<file path="src/hdl/cdrst_defines.svh">
`ifndef CDRST_DEFINES_SVH
`define CDRST_DEFINES_SVH

// register byte offsets
`define CDRST_OFS_ENABLE 12'h000
`define CDRST_OFS_SELECT 12'h004
`define CDRST_OFS_OPTION 12'h008
`define CDRST_OFS_EPR 12'h00C
`define CDRST_OFS_TARGET 12'h010
`define CDRST_OFS_COUNT 12'h014
`define CDRST_OFS_STATUS 12'h018

// selector value of this function
`define CDRST_SEL_CODE 32'h0000000C

// option field positions
`define CDRST_OPT_EDGE 0
`define CDRST_OPT_RSVD 1
`define CDRST_OPT_ONCE 2

// status field positions
`define CDRST_ST_FLAG 0
`define CDRST_ST_BUSY 1
`define CDRST_ST_FIRED 2
`define CDRST_ST_DROP_LSB 8
`define CDRST_ST_LOST_LSB 16

// reset values
`define CDRST_RST_WORD 32'h00000000
`define CDRST_RST_CNT8 8'h00

// service time: 14 us, longest time so rounded down
`define CDRST_SVC_NS 14000
`define CDRST_CLK_NS 10
`define CDRST_SVC_CYC (`CDRST_SVC_NS / `CDRST_CLK_NS)

`endif

</file>
<file path="src/hdl/cdrst_pkg.sv">
package cdrst_pkg;
    typedef logic [31:0] cdrst_word_t;
    typedef logic [11:0] cdrst_addr_t;
    typedef logic [10:0] cdrst_tmr_t;
    typedef enum logic {CDRST_IDLE, CDRST_RUN} cdrst_svc_e;
endpackage

</file>
<file path="src/hdl/cdrst_svc.sv">
`timescale 1ns/10ps
`include "cdrst_defines.svh"
module cdrst_svc (
    input wire logic clk,
    input wire logic rst_n,
    input wire logic edge_p,
    input wire logic edge_rise,
    input wire logic other_busy,
    input wire logic stream_hold,
    output logic flag_q,
    output logic busy_q,
    output logic done_q,
    output logic done_rise_q,
    output logic drop_q,
    output logic lost_q
);
    import cdrst_pkg::*;

    localparam cdrst_tmr_t SVC_LAST = cdrst_tmr_t'(`CDRST_SVC_CYC - 1);

    cdrst_svc_e st_q;
    cdrst_tmr_t tmr_q;
    logic pend_rise_q;
    logic fin;

    assign fin = (st_q == CDRST_RUN) && !stream_hold && (tmr_q == '0);

    always_ff @(posedge clk or negedge rst_n) begin
        if (!rst_n) begin
            st_q <= CDRST_IDLE;
            tmr_q <= '0;
            done_q <= 1'b0;
            done_rise_q <= 1'b0;
        end else begin
            done_q <= 1'b0;
            unique case (st_q)
                CDRST_IDLE: begin
                    if (flag_q && !other_busy && !stream_hold) begin
                        st_q <= CDRST_RUN;
                        tmr_q <= SVC_LAST;
                        done_rise_q <= pend_rise_q;
                    end
                end
                CDRST_RUN: begin
                    if (fin) begin
                        st_q <= CDRST_IDLE;
                        done_q <= 1'b1;
                    end else if (!stream_hold) begin
                        tmr_q <= tmr_q - 1'b1;
                    end
                end
            endcase
        end
    end

    assign busy_q = (st_q == CDRST_RUN);

    // flag set by edge, cleared by completion; set wins
    always_ff @(posedge clk or negedge rst_n) begin
        if (!rst_n) begin
            flag_q <= 1'b0;
            pend_rise_q <= 1'b0;
            drop_q <= 1'b0;
            lost_q <= 1'b0;
        end else begin
            drop_q <= 1'b0;
            lost_q <= 1'b0;
            if (edge_p && (!busy_q || fin)) begin
                lost_q <= flag_q && !busy_q;
                flag_q <= 1'b1;
                pend_rise_q <= edge_rise;
            end else if (edge_p) begin
                drop_q <= 1'b1;
            end else if (fin) begin
                flag_q <= 1'b0;
            end
        end
    end
endmodule // cdrst_svc

</file>
<file path="src/hdl/cdrst_sync.sv">
`timescale 1ns/10ps
module cdrst_sync (
    input wire logic clk,
    input wire logic rst_n,
    input wire logic pin,
    output logic edge_p,
    output logic edge_rise
);
    logic s1_q, s2_q, s3_q, lvl_q;

    always_ff @(posedge clk or negedge rst_n) begin
        if (!rst_n) begin
            s1_q <= 1'b0;
            s2_q <= 1'b0;
            s3_q <= 1'b0;
        end else begin
            s1_q <= pin;
            s2_q <= s1_q;
            s3_q <= s2_q;
        end
    end

    // a change counts once stages two and three agree
    always_ff @(posedge clk or negedge rst_n) begin
        if (!rst_n) begin
            lvl_q <= 1'b0;
        end else if (s2_q == s3_q) begin
            lvl_q <= s3_q;
        end
    end

    assign edge_p = (s2_q == s3_q) && (s3_q != lvl_q);
    assign edge_rise = s3_q;
endmodule // cdrst_sync

</file>
<file path="src/hdl/cdrst_top.sv">
`timescale 1ns/10ps
`include "cdrst_defines.svh"
// Functional notes
// - count edges, reset target after programmed count
// - selector value twelve selects this function
// - option bit zero picks edge polarity
// - option bit two: single reset only
// - edges_per_reset sets edges per reset
// - target_line_number names the reset target
// - current_edge_count reads present count
// - no updates while running
// - reset event zeroes target's count; with option bit two set the count keeps incrementing instead
// - edges of both polarities serviced unless dropped or lost
// - edge sets flag, completion clears it
// - service routine not preempted by edges
// - service takes at most 14 us, not counting stream stalls
// - edge during own service dropped
// - new edge loses earlier pending edge
module cdrst_top (
    input wire logic ref_clk,
    input wire logic nrst,
    input wire logic psel,
    input wire logic penable,
    input wire logic pwrite,
    input wire cdrst_pkg::cdrst_addr_t paddr,
    input wire cdrst_pkg::cdrst_word_t pwdata,
    output cdrst_pkg::cdrst_word_t prdata,
    output logic pready,
    output logic pslverr,
    input wire logic line_in,
    input wire logic other_isr_busy,
    input wire logic stream_isr_busy,
    output logic line_isr_busy,
    output logic line_irq_flag,
    output logic tgt_clear,
    output cdrst_pkg::cdrst_word_t tgt_line
);
    import cdrst_pkg::*;

    logic rst_a_q, rst_n;
    always_ff @(posedge ref_clk or negedge nrst) begin
        if (!nrst) begin
            rst_a_q <= 1'b0;
            rst_n <= 1'b0;
        end else begin
            rst_a_q <= 1'b1;
            rst_n <= rst_a_q;
        end
    end

    function automatic logic hit(input cdrst_addr_t a, input cdrst_addr_t ofs);
        hit = (a == ofs);
    endfunction

    function automatic logic [7:0] sat_inc(input logic [7:0] v);
        sat_inc = (v == 8'hFF) ? v : v + 8'h01;
    endfunction

    cdrst_word_t en_q, sel_q, opt_q, epr_q, tgt_q, cnt_q;
    logic fired_q, active_q;
    logic [7:0] drop_cnt_q, lost_cnt_q;
    logic active, wr_acc, acc, mapped, cfg_hit, bad;
    logic edge_p, edge_rise, svc_edge;
    logic flag, busy, done, done_rise, drop, lost;
    logic qual, reach;
    cdrst_word_t cnt_inc, rd_d, status;

    assign active = en_q[0] && (sel_q == `CDRST_SEL_CODE);

    cdrst_sync u_sync (
        .clk(ref_clk),
        .rst_n(rst_n),
        .pin(line_in),
        .edge_p(edge_p),
        .edge_rise(edge_rise)
    );

    assign svc_edge = edge_p && active;

    cdrst_svc u_svc (
        .clk(ref_clk),
        .rst_n(rst_n),
        .edge_p(svc_edge),
        .edge_rise(edge_rise),
        .other_busy(other_isr_busy),
        .stream_hold(stream_isr_busy),
        .flag_q(flag),
        .busy_q(busy),
        .done_q(done),
        .done_rise_q(done_rise),
        .drop_q(drop),
        .lost_q(lost)
    );

    // apb decode
    assign acc = psel && penable;
    assign wr_acc = acc && pwrite && pready;
    assign cfg_hit = hit(paddr, `CDRST_OFS_SELECT) || hit(paddr, `CDRST_OFS_OPTION)
        || hit(paddr, `CDRST_OFS_EPR) || hit(paddr, `CDRST_OFS_TARGET);
    assign mapped = cfg_hit || hit(paddr, `CDRST_OFS_ENABLE)
        || hit(paddr, `CDRST_OFS_COUNT) || hit(paddr, `CDRST_OFS_STATUS);
    // config locked while running; count and status read only
    assign bad = !mapped || (pwrite && ((cfg_hit && active)
        || hit(paddr, `CDRST_OFS_COUNT) || hit(paddr, `CDRST_OFS_STATUS)));

    // one wait state keeps pready and prdata registered
    always_ff @(posedge ref_clk or negedge rst_n) begin
        if (!rst_n) begin
            pready <= 1'b0;
            pslverr <= 1'b0;
            prdata <= `CDRST_RST_WORD;
        end else begin
            pready <= acc && !pready;
            pslverr <= acc && !pready && bad;
            if (acc && !pready && !pwrite) begin
                prdata <= rd_d;
            end
        end
    end

    assign status = {8'h00, lost_cnt_q, drop_cnt_q, 5'h00, fired_q, busy, flag};

    always_comb begin
        rd_d = `CDRST_RST_WORD;
        if (hit(paddr, `CDRST_OFS_ENABLE)) begin
            rd_d = en_q;
        end else if (hit(paddr, `CDRST_OFS_SELECT)) begin
            rd_d = sel_q;
        end else if (hit(paddr, `CDRST_OFS_OPTION)) begin
            rd_d = opt_q;
        end else if (hit(paddr, `CDRST_OFS_EPR)) begin
            rd_d = epr_q;
        end else if (hit(paddr, `CDRST_OFS_TARGET)) begin
            rd_d = tgt_q;
        end else if (hit(paddr, `CDRST_OFS_COUNT)) begin
            rd_d = cnt_q;
        end else if (hit(paddr, `CDRST_OFS_STATUS)) begin
            rd_d = status;
        end
    end

    // software registers; bit 0 of enable only
    always_ff @(posedge ref_clk or negedge rst_n) begin
        if (!rst_n) begin
            en_q <= `CDRST_RST_WORD;
            sel_q <= `CDRST_RST_WORD;
            opt_q <= `CDRST_RST_WORD;
            epr_q <= `CDRST_RST_WORD;
            tgt_q <= `CDRST_RST_WORD;
        end else if (wr_acc && !bad) begin
            if (hit(paddr, `CDRST_OFS_ENABLE)) begin
                en_q <= {31'h0, pwdata[0]};
            end
            if (hit(paddr, `CDRST_OFS_SELECT)) begin
                sel_q <= pwdata;
            end
            // reserved bits stored as written, unused by logic
            if (hit(paddr, `CDRST_OFS_OPTION)) begin
                opt_q <= pwdata;
            end
            if (hit(paddr, `CDRST_OFS_EPR)) begin
                epr_q <= pwdata;
            end
            if (hit(paddr, `CDRST_OFS_TARGET)) begin
                tgt_q <= pwdata;
            end
        end
    end

    assign qual = done && (done_rise == opt_q[`CDRST_OPT_EDGE]) && active;
    assign cnt_inc = cnt_q + 32'h00000001;
    // zero programmed edges acts as one
    assign reach = (cnt_inc >= epr_q) || (epr_q == `CDRST_RST_WORD);

    always_ff @(posedge ref_clk or negedge rst_n) begin
        if (!rst_n) begin
            active_q <= 1'b0;
            cnt_q <= `CDRST_RST_WORD;
            fired_q <= 1'b0;
        end else begin
            active_q <= active;
            if (active && !active_q) begin
                cnt_q <= `CDRST_RST_WORD;
                fired_q <= 1'b0;
            end else if (qual) begin
                if (reach && !opt_q[`CDRST_OPT_ONCE]) begin
                    cnt_q <= `CDRST_RST_WORD;
                end else begin
                    cnt_q <= cnt_inc;
                end
                if (reach) begin
                    fired_q <= 1'b1;
                end
            end
        end
    end

    // single mode fires once; pulse clears target
    always_ff @(posedge ref_clk or negedge rst_n) begin
        if (!rst_n) begin
            tgt_clear <= 1'b0;
            tgt_line <= `CDRST_RST_WORD;
        end else begin
            tgt_clear <= qual && reach && !(opt_q[`CDRST_OPT_ONCE] && fired_q);
            if (qual && reach) begin
                tgt_line <= tgt_q;
            end
        end
    end

    // diagnostic tallies, restarted on enable
    always_ff @(posedge ref_clk or negedge rst_n) begin
        if (!rst_n) begin
            drop_cnt_q <= `CDRST_RST_CNT8;
            lost_cnt_q <= `CDRST_RST_CNT8;
        end else if (active && !active_q) begin
            drop_cnt_q <= `CDRST_RST_CNT8;
            lost_cnt_q <= `CDRST_RST_CNT8;
        end else begin
            if (drop) begin
                drop_cnt_q <= sat_inc(drop_cnt_q);
            end
            if (lost) begin
                lost_cnt_q <= sat_inc(lost_cnt_q);
            end
        end
    end

    always_ff @(posedge ref_clk or negedge rst_n) begin
        if (!rst_n) begin
            line_isr_busy <= 1'b0;
            line_irq_flag <= 1'b0;
        end else begin
            line_isr_busy <= busy;
            line_irq_flag <= flag;
        end
    end

    localparam int SVC_C = `CDRST_SVC_CYC;

    cdrst_tmr_t svc_run_q;

    // service outlasts any delay window, so count its unstalled cycles;
    // the count stops at all ones rather than wrapping back under the limit
    always_ff @(posedge ref_clk or negedge rst_n) begin
        if (!rst_n) begin
            svc_run_q <= '0;
        end else if (!busy) begin
            svc_run_q <= '0;
        end else if (!stream_isr_busy && svc_run_q != '1) begin
            svc_run_q <= svc_run_q + 1'b1;
        end
    end

    a_fire_pulse: assert property (@(posedge ref_clk) disable iff (!rst_n)
        done && active && done_rise == opt_q[`CDRST_OPT_EDGE] && !fired_q
        && cnt_q + 32'h00000001 == epr_q |=> tgt_clear)
        else $error("reset event missing");

    a_sel_gate: assert property (@(posedge ref_clk) disable iff (!rst_n)
        tgt_clear |-> $past(sel_q) == `CDRST_SEL_CODE)
        else $error("fired with wrong selector");

    a_edge_pol: assert property (@(posedge ref_clk) disable iff (!rst_n)
        done && active && done_rise != opt_q[`CDRST_OPT_EDGE] && !(active && !active_q)
        |=> cnt_q == $past(cnt_q))
        else $error("wrong polarity counted");

    a_once_only: assert property (@(posedge ref_clk) disable iff (!rst_n)
        opt_q[`CDRST_OPT_ONCE] && fired_q && active_q && $stable(opt_q) |=> !tgt_clear)
        else $error("second reset in single mode");

    a_target_line: assert property (@(posedge ref_clk) disable iff (!rst_n)
        tgt_clear |-> tgt_line == $past(tgt_q))
        else $error("wrong target line");

    a_cfg_lock: assert property (@(posedge ref_clk) disable iff (!rst_n)
        acc && pready && pwrite && active && cfg_hit
        |-> pslverr ##1 $stable(sel_q) && $stable(opt_q) && $stable(epr_q) && $stable(tgt_q))
        else $error("config changed while running");

    a_flag_set: assert property (@(posedge ref_clk) disable iff (!rst_n)
        svc_edge && !busy |=> flag)
        else $error("flag not set by edge");

    a_svc_len: assert property (@(posedge ref_clk) disable iff (!rst_n)
        $rose(busy) && !stream_isr_busy ##1 !stream_isr_busy [*8] |-> busy)
        else $error("service ended early");

    a_svc_end: assert property (@(posedge ref_clk) disable iff (!rst_n)
        busy |-> svc_run_q < SVC_C)
        else $error("service overran");

    a_restart: assert property (@(posedge ref_clk) disable iff (!rst_n)
        qual && reach && !opt_q[`CDRST_OPT_ONCE] && active_q |=> cnt_q == `CDRST_RST_WORD)
        else $error("count not restarted");

    a_edge_drop: assert property (@(posedge ref_clk) disable iff (!rst_n)
        svc_edge && busy |=> drop || !busy)
        else $error("edge in service not dropped");

    a_edge_lost: assert property (@(posedge ref_clk) disable iff (!rst_n)
        svc_edge && flag && !busy |=> lost && flag)
        else $error("pending edge not replaced");

    a_read_count: assert property (@(posedge ref_clk) disable iff (!rst_n)
        acc && pready && !pwrite && hit(paddr, `CDRST_OFS_COUNT) |-> prdata == $past(cnt_q))
        else $error("count read mismatch");

    a_clear_pulse: assert property (@(posedge ref_clk) disable iff (!rst_n)
        tgt_clear |=> !tgt_clear)
        else $error("target clear longer than one cycle");

    a_start_block: assert property (@(posedge ref_clk) disable iff (!rst_n)
        !busy && (other_isr_busy || stream_isr_busy) |=> !busy)
        else $error("service started while blocked");

    a_flag_clear: assert property (@(posedge ref_clk) disable iff (!rst_n)
        done && !$past(svc_edge) |-> !flag)
        else $error("flag not cleared by completion");

    a_busy_flag: assert property (@(posedge ref_clk) disable iff (!rst_n)
        busy |-> flag)
        else $error("flag dropped during service");

    c_fire: cover property (@(posedge ref_clk) disable iff (!rst_n) tgt_clear);
    c_drop: cover property (@(posedge ref_clk) disable iff (!rst_n) drop);
    c_lost: cover property (@(posedge ref_clk) disable iff (!rst_n) lost);
    c_stall: cover property (@(posedge ref_clk) disable iff (!rst_n) busy && stream_isr_busy);
    c_read_cnt: cover property (@(posedge ref_clk) disable iff (!rst_n)
        acc && pready && !pwrite && hit(paddr, `CDRST_OFS_COUNT) && prdata != 0);
endmodule // cdrst_top

</file>
<file path="config.mk">
export PLATFORM = sky130hd
export DESIGN_NAME = cdrst_top
export DESIGN_NICKNAME = d
export VERILOG_FILES = /design/src/hdl/cdrst_pkg.sv /design/src/hdl/cdrst_svc.sv /design/src/hdl/cdrst_sync.sv /design/src/hdl/cdrst_top.sv
export VERILOG_INCLUDE_DIRS = /design/src /design/src/hdl
export SDC_FILE = /design/constraint.sdc
export NUM_CORES = 1
export LEC_CHECK = 0
export BUFFER_PORTS_ARGS = -buffer_cell sky130_fd_sc_hd__buf_4
export CORE_UTILIZATION = 54
export CTS_CLUSTER_SIZE = 10
export DETAILED_ROUTE_END_ITERATION = 7
export HOLD_SLACK_MARGIN = 0.1
export PLACE_DENSITY = 0.78
export SLEW_MARGIN = 20
export SYNTH_ARGS = -nofsm -noshare
export SYNTH_HDL_FRONTEND = slang
export SYNTH_HIERARCHICAL = 1
export SYNTH_SLANG_ARGS = --single-unit
</file>
<file path="constraint.sdc">
create_clock -name ref_clk -period 8.2 [get_ports ref_clk]
set_clock_uncertainty 0.15 [all_clocks]
set_input_delay 0.41 -clock ref_clk [delete_from_list [all_inputs] [get_ports ref_clk]]
set_output_delay 0.41 -clock ref_clk [all_outputs]
set_load 0.05 [all_outputs]
</file>
Yosys cells after proc, flatten, opt, wreduce, memory -nomap -nowiden
Index checks and enable logic that the tools add are counted.
W data, S select, Z words.
Operators by class
  $add $sub $neg: 4
  magnitude comparators: 1
  multipliers: 0
  shift-type cells: 0
  divide/modulo/power cells: 0
  multiplexer cells: 34
  bitwise operators: 1
  eq/ne operators: 18
  reductions and logical operators: 65
Operators by type and width (number)
  $mux W32: 9
  $mux W8: 6
  $eq A12 B5 Y1 const B: 3
  $mux W11: 3
  $add A32 B1 Y32 const B: 1
  $eq A32 B4 Y1 const B: 1
  $ge A32 B32 Y1: 1
  $logic_not A32 Y1: 1
  $logic_and A1 B1 Y1: 25
  $eq A12 B4 Y1 const B: 2
  $mux W24: 1
  $pmux W11 S2: 1
  $reduce_and A2 Y1: 10
  $add A8 B1 Y8 const B: 2
  $eq A8 B8 Y1 const B: 2
  $mux W1: 13
  $eq A12 B3 Y1 const B: 1
  $logic_not A12 Y1: 1
  $logic_not A11 Y1: 1
  $logic_or A1 B1 Y1: 11
  $sub A11 B1 Y11 const B: 1
  $logic_not A1 Y1: 10
  $ne A2 B2 Y1 const B: 5
  $reduce_bool A2 Y1: 5
  6 further kinds: 7
Storage, ports and cells
  memory bits (read-only): 0
  memories kept: 0
  bits in registers: 272
  latch bits: 0
  logic and storage cells: 154
  RAM bits: 0

Longest topological paths before layout
  depth after elaboration: 12
  gate-level depth with buffers: 17
  mapped depth without buffers: 14

By module
The synthesis kept the hierarchy.
By module, submodules not included
  cdrst_top: instances 1, area an instance 12794.8 um^2, sequential area each 6256.0 um^2, cells each 1154
  cdrst_svc: instances 1, area an instance 929.6 um^2, sequential area each 450.4 um^2, cells each 89
  cdrst_sync: instances 1, area an instance 127.6 um^2, sequential area each 100.1 um^2, cells each 8

Worst setup path after synthesis
Ideal clock, no wire load.
  path type: flip-flop to flip-flop
  start: register cnt_q[2]
  end: register tgt_line[10]
  cell stages (with the launch flop): 17
  library setup time: 125 ps
  path buffers: 3
  period minus slack after synthesis: 4269 ps
  slack: 3931 ps
  arrival: 3994 ps
  cell sequence: dfrtp_1 buf_2 nand4_1 nor4_1 inv_1 or4_1 xnor2_1 ha_1 a21oi_1 o21ai_0 a221o_1 a2111o_1 a21oi_2 or3_1 buf_6 buf_6 mux2_4
Between the ends
  cells in the longest elaborated chain, start to end: 4
Ends and longest elaborated chain
  start, declared: line cdrst_top.sv:59  | cdrst_word_t en_q, sel_q, opt_q, epr_q, tgt_q, cnt_q;
  start signal, assigned: line cdrst_top.sv:178  | cnt_q <= `CDRST_RST_WORD;
  start signal, assigned: line cdrst_top.sv:183  | cnt_q <= `CDRST_RST_WORD;
  start signal, assigned: line cdrst_top.sv:187  | cnt_q <= `CDRST_RST_WORD;
  $add A32 B1 Y32: line cdrst_top.sv:171  | assign cnt_inc = cnt_q + 32'h00000001;
  $ge A32 B32 Y1: line cdrst_top.sv:173  | assign reach = (cnt_inc >= epr_q) || (epr_q == `CDRST_RST_WORD);
  $logic_or A1 B1 Y1: line cdrst_top.sv:173
  $logic_and A1 B1 Y1: line cdrst_top.sv:205  | if (qual && reach) begin
  end signal, assigned: line cdrst_top.sv:202  | tgt_line <= `CDRST_RST_WORD;
  end signal, assigned: line cdrst_top.sv:206  | tgt_line <= tgt_q;
  end, declared: line cdrst_top.sv:36  | output cdrst_pkg::cdrst_word_t tgt_line
Every way passes these cells.
A chain may end at the register's enable or synchronous reset.

Final worst setup path
  start: register cnt_q[6]
  end: register cnt_q[0]
Between the ends
  cells in the longest elaborated chain, start to end: 7
Ends and longest elaborated chain
  $add A32 B1 Y32: line cdrst_top.sv:171
  $ge A32 B32 Y1: line cdrst_top.sv:173
  $logic_or A1 B1 Y1: line cdrst_top.sv:173
  $logic_and A1 B1 Y1: line cdrst_top.sv:186  | if (reach && !opt_q[`CDRST_OPT_ONCE]) begin
  $mux W32: line cdrst_top.sv:186
  $mux W32: line cdrst_top.sv:185  | end else if (qual) begin
  $mux W32: line cdrst_top.sv:182  | if (active && !active_q) begin
Every way passes these cells. The select of a mux whose other input is x is not followed.

==> results.json <==
{
  "outcome": "finished, violations left",
  "violations": "design-rule violations",
  "vias": 10681,
  "grt_use_met3_pct": 4.21,
  "synthTopCellsByArea": "dfrtp_1, mux2_2, ha_1",
  "grt_setup_unrepaired": "false",
  "worstSetupEndpoint": "cnt_q[0]",
  "grt_pass1_wl_um": 58000,
  "numCtsBuffers": 31,
  "r2r_start": "cnt_q[6]",
  "hold_path_class": "in2reg",
  "slew_headroom_pct": 35.9,
  "synth-seq-area-share_pct": 49.1,
  "io_buffers": 120,
  "wl_per_cell_um": 21.1,
  "drc_errors": 1,
  "core_um2": 25200,
  "critPathLaunchType": "flop",
  "chipHeight_um": 162,
  "crit_required_ns": 8.47,
  "grtUsageMet1_pct": 37.6,
  "cts_hold_buffers": 42,
  "reg2reg_depth": 13,
  "antenna_cells": 0,
  "dp.cells": 1636,
  "dieArea_um2": 26300,
  "num_rows": 58,
  "postCtsSetupBuffers": 0,
  "syn_to_final_growth_pct": 16.9,
  "crit_type": "reg2reg",
  "period_needed_ns": 5.11,
  "stdcell_count": 1715,
  "synth-edff-count": 0,
  "finalHoldViolations": 0,
  "cp_max_fo": 52,
  "die_w_um": 162,
  "drive_gt1_share_pct": 25.7,
  "grt-ovfl-total": 0,
  "cp-end-kind": "flop",
  "synthCells": 1251,
  "holdWs_ns": 0.156,
  "ys.flop_type": "dfrtp_1",
  "worst_pin_slew_ns": 0.962,
  "synth-seq-cells": 272,
  "r2r_slack_ns": 3.09,
  "setup_viol": 0,
  "drtPass1Iterations": 8,
  "drtIter0Drc": 1191,
  "synth_warnings": 6,
  "rr_endpoint": "cnt_q[0]",
  "synth_commonest_cells": "dfrtp_1, mux2_2, nand2_1",
  "dp_hpwl_um": 24400,
  "layout.nets": 1469,
  "fmax_mhz": 196,
  "synth_area_per_cell_um2": 11.1,
  "cts_root_buf": "clkbuf_16",
  "routed_wirelength_um": 36200,
  "yosysTopAreaCell": "dfrtp_1",
  "synth_area_um2": 13900,
  "yosys.cell_count.top_type": "dfrtp_1",
  "syn_nets": 1339,
  "synth_top_area_share_pct": 49.1,
  "final_max_slew_viol_count": 0,
  "grt_pass1_vias": 10643,
  "fin_crit_sh_pct": 62.3,
  "clockBufferDepth": 3,
  "grt_use_met2_pct": 47.0,
  "cts_tree": "done",
  "start_util_pct": 55.0,
  "grt.busiest_layer": "met2",
  "htree_num_levels": 1,
  "netlist-cell-type-count": 67,
  "p_per_area_nw_per_um2": 174,
  "synth-async-reset-ratio_pct": 100,
  "clk_latency_ns": 0.57,
  "grt_max_degree": 80,
  "clock-sinks": 272,
  "gp_congestion": 0.913,
  "final_antenna_net_count": 0,
  "cp-startpoint": "cnt_q[6]",
  "setup-tns-final_ns": 0,
  "io_pins": 121,
  "via_per_inst": 6.23,
  "whs_path_depth": 4,
  "cts_resized": 0,
  "clk_pin_slew_ns": 0.06,
  "globalRouteTotalUtil_pct": 28.0,
  "power.leakage_nw": 7.67,
  "maxCapViolCount": 0,
  "antenna_found_initial": 0,
  "min-delay-start": "paddr[1]",
  "critical_path_arrival_ns": 5.39,
  "peakVddDrop_v": 0.000149
}
-- layout make-up --
type	instances	area [um2]
multi-input combinational	846	6480
clock inverter	2	50.0
fill	1937	8980
timing repair buffer	181	1460
clock buffer	35	801
tap	330	413
sequential	272	6810
inverter	49	184
-- report_power, final --
part / leakage, nW / internal [mW] / switching, mW / total, mW
sequential: 3.69 / 1.37 / 0.0452 / 1.42
combinational: 3.56 / 0.0674 / 0.100 / 0.167
clock: 0.417 / 0.710 / 0.526 / 1.24
-- critical path, stage by stage, from the launching register on --
cell and delay [ns]:
dfrtp_1 0.50, nand3_1 0.22, nor4_1 0.67, nand4_1 0.41, or2_2 0.43, xnor2_1 0.14
ha_1 0.27, nand4_1 0.14, nand2b_1 0.19, a2111oi_1 0.65, a21oi_4 0.11, buf_4 0.32
o21ai_0 0.59, o21ai_0 0.15
-- state kept, by name, indices dropped and copies added (netlist names), 8 cells and up --
| register | count |
|---|---|
| cnt_q | 32 |
| drop_cnt_q | 8 |
| epr_q | 32 |
| lost_cnt_q | 8 |
| opt_q | 32 |
| prdata | 32 |
| sel_q | 32 |
| tgt_line | 32 |
| tgt_q | 32 |
| u_svc/tmr_q | 11 |
-- routing by layer --
layer,vias to the layer above,part of all wire (%)
met5,-,0
met3,74,5.8
met1,5353,42
met2,406,49
met4,0,2.5
li1,4848,-
-- cell usage in the layout, fill, tap and decap left out, types with 42 or more instances in the layout --
cell / synthesis / final
dfrtp_1: 272 / 271
buf_4: 8 / 139
mux2_2: 130 / 130
nand2_1: 100 / 100
nor2_1: 59 / 58
nand3_1: 54 / 54
o21ai_0: 51 / 51
a21oi_1: 50 / 50
inv_1: 49 / 49
dlygate4sd3_1: 0 / 42
-- cells by family after synthesis --
group,after synthesis,synth area share [%]
simple gates,337,12.5
flops,272,49.1
compound gates,239,12.1
mux,189,15.9
buf+inv,133,4.27
xor+xnor,43,2.72
fa+ha+maj,37,3.33
other cells,1,0.0271
-- how the worst min path moves through the flow --
stage	endpoint	slack, ns
2_1_floorplan	rst_a_q	-0.04
3_3_place_gp	rst_a_q	0.04
3_5_place_dp	rst_a_q	0.04
4_1_cts	prdata[0]	0.14
5_1_grt	u_sync/s2_q	0.20
6_report	prdata[0]	0.16
-- per-stage QoR --
| step | cell area (um2) | setup slack (ns) | power [mW] | utilization [%] |
|---|---|---|---|---|
| 2_1_floorplan | 13900 | 3.59 | 1.52 | - |
| 3_3_place_gp | 14900 | 3.01 | 1.59 | 59.3 |
| 3_5_place_dp | 14900 | 2.76 | 1.59 | 59.3 |
| 4_1_cts | 16200 | 2.72 | 2.83 | 64.3 |
| 5_1_grt | 16200 | 2.69 | 2.91 | 64.3 |
| 6_report | 16200 | 3.09 | 2.82 | 64.3 |
(Power assumes the default switching activity.)
